--- src/sccmd_map.vh ---
`ifndef SCCMD_MAP_VH
`define SCCMD_MAP_VH
// command codes from the host
`define SCCMD_OP_AUTH      8'h90
`define SCCMD_OP_AUTH1     8'h8e
`define SCCMD_OP_AUTH2     8'h8f
`define SCCMD_OP_SELECT    8'h98
`define SCCMD_OP_FORMAT    8'h99
`define SCCMD_OP_CREATE    8'h95
`define SCCMD_OP_CHGSET    8'h91
`define SCCMD_OP_GETSET    8'h92
// failure codes
`define SCCMD_FAIL_AUTH    8'h6f
`define SCCMD_FAIL_AUTH1   8'h71
`define SCCMD_FAIL_AUTH2   8'h70
`define SCCMD_FAIL_SELECT  8'h67
`define SCCMD_FAIL_FORMAT  8'h67
`define SCCMD_FAIL_CREATE  8'h6a
`define SCCMD_FAIL_CHGSET  8'h6e
`define SCCMD_FAIL_GETSET  8'h6d
`define SCCMD_FAIL_UNKNOWN 8'hff
// card status codes relayed
`define SCCMD_ST_OK            8'h90
`define SCCMD_ST_AUTH_ERR      8'h06
`define SCCMD_ST_OVERFLOW      8'h07
`define SCCMD_ST_BAD_TAG       8'h08
`define SCCMD_ST_BAD_BLOCK     8'h09
`define SCCMD_ST_NO_BLOCK      8'h0a
`define SCCMD_ST_COND_UNMET    8'h0b
`define SCCMD_ST_LEN_ERR       8'h0c
`define SCCMD_ST_INTERNAL      8'h0f
`define SCCMD_ST_MORE          8'haf
// parameter lengths
`define SCCMD_LEN_AUTH     6'd17
`define SCCMD_LEN_AUTH1    6'd1
`define SCCMD_LEN_AUTH2    6'd16
`define SCCMD_LEN_AID      6'd3
`define SCCMD_LEN_NONE     6'd0
`define SCCMD_LEN_CREATE   6'd5
`define SCCMD_LEN_CHGSET   6'd8
// reply payload lengths
`define SCCMD_RLEN_SECRET  6'd16
`define SCCMD_RLEN_NONCE   6'd8
`define SCCMD_RLEN_GETSET  6'd2
`define SCCMD_BUF_DEPTH    32
`endif

--- src/sccmd_status_class.v ---
`timescale 1ns/1ps
// classifies a relayed card status byte into its known meaning
module sccmd_status_class (
   // status in
   input wire [7:0] i_status,
   // class out
   output reg o_known,
   output reg o_ok
);
`include "sccmd_map.vh"

always @* begin
   o_ok = (i_status == `SCCMD_ST_OK);
   case (i_status)
      `SCCMD_ST_OK, `SCCMD_ST_AUTH_ERR, `SCCMD_ST_INTERNAL: o_known = 1'b1;
      `SCCMD_ST_BAD_BLOCK, `SCCMD_ST_NO_BLOCK: o_known = 1'b1;
      `SCCMD_ST_OVERFLOW, `SCCMD_ST_BAD_TAG: o_known = 1'b1;
      `SCCMD_ST_COND_UNMET, `SCCMD_ST_LEN_ERR, `SCCMD_ST_MORE: o_known = 1'b1;
      default: o_known = 1'b0;
   endcase
end

endmodule

--- src/sccmd_handler.v ---
// Function
// - relay card status byte: 0x90 ok, 0x06 auth/block, 0x0F internal
// - relay 0x09 illegal block, 0x0A missing block unchanged
// - relay 0x07 overflow, 0x08 bad tag, 0x0B unmet, 0x0C length
// - success reply carries card status even when card refused
// - 0x90 takes key index plus 16-byte key; failure code 0x6F
// - one-shot reply appends 16-byte session secret only on success
// - 0x8E takes key index; returns status plus 8-byte nonce, else 0x71
// - 0x8F carries host ciphertext; returns status and reply, else 0x70
// - 0x98 selects three-byte application, lsb first; failure 0x67
// - 0x99 formats card deleting all; failure 0x67
// - 0x95 creates application with id, key config, count; failure 0x6A
// - 0x91 carries 8-byte encrypted key settings; failure 0x6E
// - change key settings uses des cipher and crc on card path
// - 0x92 returns status, key config byte, highest key count; failure 0x6D
// - des used for auth; rf encryption follows user setting
`timescale 1ns/1ps
module sccmd_handler (
   // clock and reset
   input wire i_clk,
   input wire i_resetn,
   // host command bytes, framing and checksum already stripped
   input wire i_cmd_valid,
   input wire [7:0] i_cmd_data,
   input wire i_cmd_last,
   output wire o_cmd_ready,
   // user setting for rf encryption
   input wire i_rf_encrypt,
   // card exchange request
   output reg o_card_req,
   output reg [7:0] o_card_op,
   output reg o_card_des,
   output reg o_card_crc,
   output reg o_card_encrypt,
   output reg [5:0] o_card_len,
   output reg [7:0] o_card_tx_data,
   input wire [4:0] i_card_tx_idx,
   // card exchange answer
   input wire i_card_done,
   input wire i_card_ok,
   input wire [7:0] i_card_status,
   input wire i_card_rx_valid,
   input wire [7:0] i_card_rx_data,
   // reply bytes toward host framer
   output wire o_rsp_valid,
   output reg [7:0] o_rsp_data,
   output wire o_rsp_last,
   input wire i_rsp_ready,
   // status
   output reg o_auth_pending,
   output reg o_status_known
);
`include "sccmd_map.vh"

// =====================================
// states
localparam ST_RECV = 3'd0;
localparam ST_CHECK = 3'd1;
localparam ST_CARD = 3'd2;
localparam ST_WAIT = 3'd3;
localparam ST_REPLY = 3'd4;

// =====================================
// registers
reg [2:0] state_q;
reg [7:0] op_q;
reg [5:0] cnt_q;
reg [5:0] rlen_q;
reg [5:0] ridx_q;
reg [7:0] buf_q [0:`SCCMD_BUF_DEPTH-1];
reg [7:0] rbuf_q [0:`SCCMD_BUF_DEPTH-1];
reg [5:0] rxcnt_q;
reg fail_q;
reg [7:0] status_q;
reg more_q;

reg [5:0] exp_len;
reg [7:0] fail_code;
reg [5:0] pay_len;
reg known_op;
wire st_known;
wire st_ok;
integer i;

// =====================================
// status classifier
// classified at done so the flag matches the relayed byte
sccmd_status_class u_class (
   .i_status(i_card_status),
   .o_known(st_known),
   .o_ok(st_ok)
);

// =====================================
// per-command layout
always @* begin
   exp_len = `SCCMD_LEN_NONE;
   fail_code = `SCCMD_FAIL_UNKNOWN;
   pay_len = 6'd0;
   known_op = 1'b1;
   case (op_q)
      `SCCMD_OP_AUTH: begin
         exp_len = `SCCMD_LEN_AUTH;
         fail_code = `SCCMD_FAIL_AUTH;
         pay_len = `SCCMD_RLEN_SECRET;
      end
      `SCCMD_OP_AUTH1: begin
         exp_len = `SCCMD_LEN_AUTH1;
         fail_code = `SCCMD_FAIL_AUTH1;
         pay_len = `SCCMD_RLEN_NONCE;
      end
      `SCCMD_OP_AUTH2: begin
         exp_len = `SCCMD_LEN_AUTH2;
         fail_code = `SCCMD_FAIL_AUTH2;
         pay_len = `SCCMD_RLEN_NONCE;
      end
      `SCCMD_OP_SELECT: begin
         exp_len = `SCCMD_LEN_AID;
         fail_code = `SCCMD_FAIL_SELECT;
      end
      `SCCMD_OP_FORMAT: begin
         exp_len = `SCCMD_LEN_NONE;
         fail_code = `SCCMD_FAIL_FORMAT;
      end
      `SCCMD_OP_CREATE: begin
         exp_len = `SCCMD_LEN_CREATE;
         fail_code = `SCCMD_FAIL_CREATE;
      end
      `SCCMD_OP_CHGSET: begin
         exp_len = `SCCMD_LEN_CHGSET;
         fail_code = `SCCMD_FAIL_CHGSET;
      end
      `SCCMD_OP_GETSET: begin
         exp_len = `SCCMD_LEN_NONE;
         fail_code = `SCCMD_FAIL_GETSET;
         pay_len = `SCCMD_RLEN_GETSET;
      end
      default: known_op = 1'b0;
   endcase
end

// =====================================
// host handshakes
assign o_cmd_ready = (state_q == ST_RECV);
assign o_rsp_valid = (state_q == ST_REPLY);
assign o_rsp_last = (state_q == ST_REPLY) && (ridx_q == rlen_q);

// =====================================
// reply byte 0 is the code, then status, then payload
always @* begin
   o_rsp_data = rbuf_q[ridx_q[4:0] - 5'd2];
   case (ridx_q)
      6'd0: begin
         o_rsp_data = fail_q ? fail_code : op_q;
      end
      6'd1: begin
         o_rsp_data = status_q;
      end
      default: begin
         o_rsp_data = rbuf_q[ridx_q[4:0] - 5'd2];
      end
   endcase
end

// =====================================
// sequencing
always @(posedge i_clk) begin
   if (!i_resetn) begin
      state_q <= ST_RECV;
      op_q <= 8'h00;
      cnt_q <= 6'd0;
      rlen_q <= 6'd0;
      ridx_q <= 6'd0;
      rxcnt_q <= 6'd0;
      fail_q <= 1'b0;
      status_q <= 8'h00;
      more_q <= 1'b0;
      o_card_req <= 1'b0;
      o_card_op <= 8'h00;
      o_card_des <= 1'b0;
      o_card_crc <= 1'b0;
      o_card_encrypt <= 1'b0;
      o_card_len <= 6'd0;
      o_card_tx_data <= 8'h00;
      o_auth_pending <= 1'b0;
      o_status_known <= 1'b0;
      for (i = 0; i < `SCCMD_BUF_DEPTH; i = i + 1) begin
         buf_q[i] <= 8'h00;
         rbuf_q[i] <= 8'h00;
      end
   end else begin
      o_card_req <= 1'b0;
      o_card_tx_data <= buf_q[i_card_tx_idx];
      case (state_q)
         ST_RECV: begin
            if (i_cmd_valid) begin
               if (cnt_q == 6'd0) begin
                  op_q <= i_cmd_data;
               end else if (cnt_q <= 6'd32) begin
                  buf_q[cnt_q[4:0] - 5'd1] <= i_cmd_data;
               end
               // saturate so a long frame cannot wrap to a legal length
               if (cnt_q != 6'd63) begin
                  cnt_q <= cnt_q + 6'd1;
               end
               if (i_cmd_last) begin
                  state_q <= ST_CHECK;
               end
            end
         end
         ST_CHECK: begin
            if (!known_op || (cnt_q - 6'd1) != exp_len) begin
               fail_q <= 1'b1;
               rlen_q <= 6'd0;
               ridx_q <= 6'd0;
               state_q <= ST_REPLY;
            end else begin
               state_q <= ST_CARD;
            end
         end
         ST_CARD: begin
            // request lasts one cycle; qualifiers hold until next command
            o_card_req <= 1'b1;
            o_card_op <= op_q;
            o_card_len <= exp_len;
            o_card_des <= 1'b1;
            o_card_encrypt <= i_rf_encrypt;
            o_card_crc <= (op_q == `SCCMD_OP_CHGSET);
            rxcnt_q <= 6'd0;
            state_q <= ST_WAIT;
         end
         ST_WAIT: begin
            // payload kept in arrival order, excess dropped
            if (i_card_rx_valid && rxcnt_q < 6'd32) begin
               rbuf_q[rxcnt_q[4:0]] <= i_card_rx_data;
               rxcnt_q <= rxcnt_q + 6'd1;
            end
            if (i_card_done) begin
               ridx_q <= 6'd0;
               state_q <= ST_REPLY;
               if (!i_card_ok) begin
                  fail_q <= 1'b1;
                  rlen_q <= 6'd0;
                  more_q <= 1'b0;
               end else begin
                  fail_q <= 1'b0;
                  status_q <= i_card_status;
                  o_status_known <= st_known;
                  if (op_q == `SCCMD_OP_AUTH && !st_ok) begin
                     rlen_q <= 6'd1;
                  end else begin
                     rlen_q <= 6'd1 + pay_len;
                  end
                  more_q <= (op_q == `SCCMD_OP_AUTH1) &&
                            (i_card_status == `SCCMD_ST_MORE);
               end
            end
         end
         ST_REPLY: begin
            if (i_rsp_ready) begin
               if (ridx_q == rlen_q) begin
                  state_q <= ST_RECV;
                  cnt_q <= 6'd0;
                  fail_q <= 1'b0;
                  o_auth_pending <= more_q;
                  more_q <= 1'b0;
               end else begin
                  ridx_q <= ridx_q + 6'd1;
               end
            end
         end
         default: state_q <= ST_RECV;
      endcase
   end
end

endmodule

--- config.mk ---
export PLATFORM = sky130hd
export DESIGN_NAME = sccmd_handler
export DESIGN_NICKNAME = d
export VERILOG_FILES = /design/src/sccmd_status_class.v /design/src/sccmd_handler.v
export VERILOG_INCLUDE_DIRS = /design/src /design/src/src
export SDC_FILE = /design/constraint.sdc
export NUM_CORES = 1
export LEC_CHECK = 0
export ABC_CLOCK_PERIOD_IN_PS = 3800
export BUFFER_PORTS_ARGS = -buffer_cell sky130_fd_sc_hd__buf_2
export CORE_MARGIN = 2
export CORE_UTILIZATION = 61
export DETAILED_ROUTE_END_ITERATION = 6
export PLACE_DENSITY = 0.8
export SLEW_MARGIN = 15
export SYNTH_ARGS = -nofsm -noshare
export SYNTH_HDL_FRONTEND = slang
export SYNTH_HIERARCHICAL = 1
export SYNTH_SLANG_ARGS = --single-unit
--- constraint.sdc ---
create_clock -name i_clk -period 3.8 [get_ports i_clk]
set_input_delay 0 -clock i_clk [delete_from_list [all_inputs] [get_ports i_clk]]
set_output_delay 0 -clock i_clk [all_outputs]
set_load 0.05 [all_outputs]
==> reports/results.ini <==
[synthesis]
synth_compound_area_frac=0.0345
ys_warn_count=6
syn-num-nets=1951
async_flop_share=0
synthXorXnorAreaFrac=0.00927
syn_avg_cell_area_um2=14.4
syn_inst=1898
yosys_register_bits=582
synth_top_family_by_area=simple AND/OR/NAND/NOR gates
ys.flop_type=edfxtp_1
synth_enable_flop_cells=512
synth-adder-area-share=0.00688
synth_mux_area_frac=0.143
yosysUniqueCellTypes=68
seq_area_frac_synth=0.615
yosys.area_share.simple=0.169
synth_area_um2=27300

[job]
drv_cap=0

[floorplanning]
ios=77
design.die.area_um2=46400
die_w_um=215
fp.coreArea_um2=44100
die_h_um=215
fp-row-count=77
start_util=0.618

[clock_network]
clockBufferDepth=3
tritoncts=built
clk_pin_slew_ns=0.06
htreeDepth=2
insertion_delay_ns=0.62
cts_repair_resize_count=0
cts-buffers-inserted=57
root_buffer=clkbuf_16
cts_sinks=582

[timing]
final_max_slew_viol_count=0
setup-tns-final_ns=0
setup_viol=0
hold_violations=0
tightest_slew_ns=0.996
worst_slack_ns=0.434
fin_skew_ns=0.0203
fmax_ghz=0.297
whs_ns=0.0347
finalCriticalPeriod_ns=3.37
rsz0062_at_grt=false
min_period_over_period=0.886
maxSlewHeadroom=0.329

[place]
port_buffers=75
hpwl_um=40700
place_ws_ns=0.799
placed_cells=2509
gp_congestion=0.936

[critical_path]
r2r_start=cnt_q[0]$_SDFFE_PN0P_
path_class=reg -> out
cp_data_arrival_time_ns=3.37
required_ns=3.80
worst_r2r_path_depth=9
cp-start-kind=flop
cp_max_fo=15
r2r_end=fail_q$_SDFFE_PN0P_
r2r_slack_ns=0.53
cp-end-kind=output port

[hold_path]
hold_path_end=op_q[6]$_SDFFE_PN0P_
hold_depth=3
hp-start=i_cmd_data[6]
min_path_type=in -> reg

[global_routing]
grt_pass1_vias=16500
track_usage=0.279
grt_pass1_wl_um=98200
grtUsageMet2=0.467
grt.overflow.total=0
antenna_found_initial=0
grt_use_met3=0.0430
grt_max_degree=72
top_usage_layer=met2
grt_use_met1=0.377

[route]
wl_per_cell_um=23.9
drt_iter0_drc=1817
drt-pass1-iter-count=6
ant_nets=0
vias_per_cell=6.16
drt_wl_total_um=63000
drc=0
vias=16300

[power]
p_sw_frac=0.225
p_int_mw=10.7
seqPwrFrac=0.528
p_clk_frac=0.400
netSwitchingPower_mw=3.11
power_leakage_nw=10.8
power_frac_comb=0.072
power.total_mw=13.8
ir_drop_uv=447
powerDensity_nw_per_um2=453

[run_status]
status=complete, no violations

[finish]
area_delta_synth_final_pct=12.1
stdcell_count=2642
nets=2057
drive_above_1_share=0.204
antenna-diode-count=0
nFillCells=2975

-- repair_timing --
| item | 4_1_cts | 5_1_grt |
|---|---|---|
| endpoints found under the hold margin | 32 | 0 |
| setup endpoints to repair | 0 | 0 |
| hold buffers | 28 | 0 |
| setup buffers | 0 | 0 |
-- cells in the mapped netlist, types with 3 or more instances --
cell type / instances / area share
nor3b_1: 3 / 0.00083
nor2b_1: 21 / 0.0048
o21ai_0: 78 / 0.014
dfxtp_1: 70 / 0.051
nand4_1: 6 / 0.0014
a21boi_0: 11 / 0.0030
a22o_1: 11 / 0.0035
nor4_1: 4 / 0.00092
mux4_2: 159 / 0.13
nand4b_1: 5 / 0.0016
a21oi_1: 8 / 0.0015
and2_1: 523 / 0.12
xor2_1: 12 / 0.0039
nor3_1: 7 / 0.0013
nand2_1: 72 / 0.0099
a31oi_1: 4 / 0.00092
o211ai_1: 7 / 0.0019
nand2b_1: 4 / 0.00092
edfxtp_1: 512 / 0.56
inv_1: 11 / 0.0015
mux2i_1: 30 / 0.011
ha_1: 15 / 0.0069
o21a_1: 3 / 0.00083
o21ai_1: 3 / 0.00055
o221ai_1: 4 / 0.0013
buf_6: 3 / 0.0012
and3_1: 7 / 0.0016
xnor2_1: 15 / 0.0048
buf_2: 25 / 0.0046
nand3_1: 19 / 0.0035
buf_4: 3 / 0.00083
buf_1: 5 / 0.00069
clkbuf_1: 99 / 0.014
nor2_1: 93 / 0.013
nand3b_1: 7 / 0.0019
-- flip-flops by register name, summed over array words and instances (netlist names), 3 cells and up --
name / count
rlen_q: 4
cnt_q: 6
ridx_q: 6
o_card_tx_data: 8
status_q: 8
op_q: 8
rxcnt_q: 6
buf_q: 256
o_card_len: 5
state_q: 3
rbuf_q: 256
o_card_op: 8
-- layout make-up --
type,instances,area (um2),area share
multi-input cells,1170,9890,0.324
flip-flops and latches,582,16800,0.549
clock buffers,72,1570,0.0512
inverters,11,41.3,0.00135
well taps,592,741,0.0242
repair buffers,182,1280,0.0418
clock inverters,33,258,0.00844
-- power by group through the flow --
stage	registers [mW]	logic [mW]	clock network, mW
5_1_grt	7.33	1.05	5.84
3_3_place_gp	7.42	0.946	0
6_report	7.31	0.997	5.53
2_1_floorplan	7.40	0.630	0
3_5_place_dp	7.44	0.969	0
4_1_cts	7.31	0.992	5.60
-- kinds of logic after synthesis --
| kind of cell | after synthesis |
|---|---|
| simple gates | 789 |
| flops | 582 |
| mux | 190 |
| compound gates | 147 |
| buf+inv | 146 |
| xor+xnor | 28 |
| fa+ha+maj | 15 |
| other cells | 1 |
-- cells in the final DEF, fill, tap and decap left out, drive strengths merged, types with 5 or more instances in the layout --
| master | instances |
|---|---|
| nand4 | 6 |
| buf | 154 |
| o211ai | 8 |
| xor2 | 13 |
| nand2 | 72 |
| nand3b | 7 |
| clkinv | 26 |
| nor2b | 21 |
| and3 | 7 |
| xnor2 | 15 |
| clkbuf | 72 |
| a21boi | 11 |
| nor4 | 5 |
| nand3 | 19 |
| nor3 | 9 |
| ha | 15 |
| nor3b | 5 |
| a21oi | 8 |
| dlygate4sd3 | 28 |
| nor2 | 94 |
| edfxtp | 512 |
| nand4b | 5 |
| dfxtp | 70 |
| a22o | 11 |
| mux4 | 159 |
| o21ai | 83 |
| mux2i | 30 |
| inv | 12 |
| and2 | 524 |
-- critical path, cell delays in order, from the launching register on --
cell and delay, ns:
dfxtp_2 0.56, inv_1 0.16, ha_1 0.25, xor2_2 0.12, buf_4 0.30, mux4_2 0.56, mux2i_1 0.42, o211ai_1 0.14
buf_2 0.23
-- how the worst max path moves through the flow --
stage	slack, ns	end	cells after the start	startpoint
2_1_floorplan	0.13	o_rsp_data[1]	9	ridx_q[1]$_SDFFE_PN0P_
3_3_place_gp	0.90	buf_q[30][4]$_SDFFCE_PN0P_	7	cnt_q[0]$_SDFFE_PN0P_
3_5_place_dp	0.80	buf_q[30][4]$_SDFFCE_PN0P_	7	cnt_q[0]$_SDFFE_PN0P_
4_1_cts	0.41	o_rsp_data[7]	8	ridx_q[1]$_SDFFE_PN0P_
5_1_grt	0.33	o_rsp_data[3]	8	ridx_q[1]$_SDFFE_PN0P_
6_report	0.43	o_rsp_data[7]	8	ridx_q[1]$_SDFFE_PN0P_
-- layer usage --
layer | wire [um] | part of all wire
met5 | 0 | 0
met1 | 24300 | 0.39
met4 | 2110 | 0.033
met3 | 4820 | 0.076
met2 | 31800 | 0.50
-- metrics by stage --
step            util  instance area (um2)
4_1_cts        0.692                30600
6_report       0.692                30600
2_1_floorplan      -                27300
3_5_place_dp   0.645                28400
5_1_grt        0.692                30600
3_3_place_gp   0.645                28400
(Power assumes the default switching activity.)
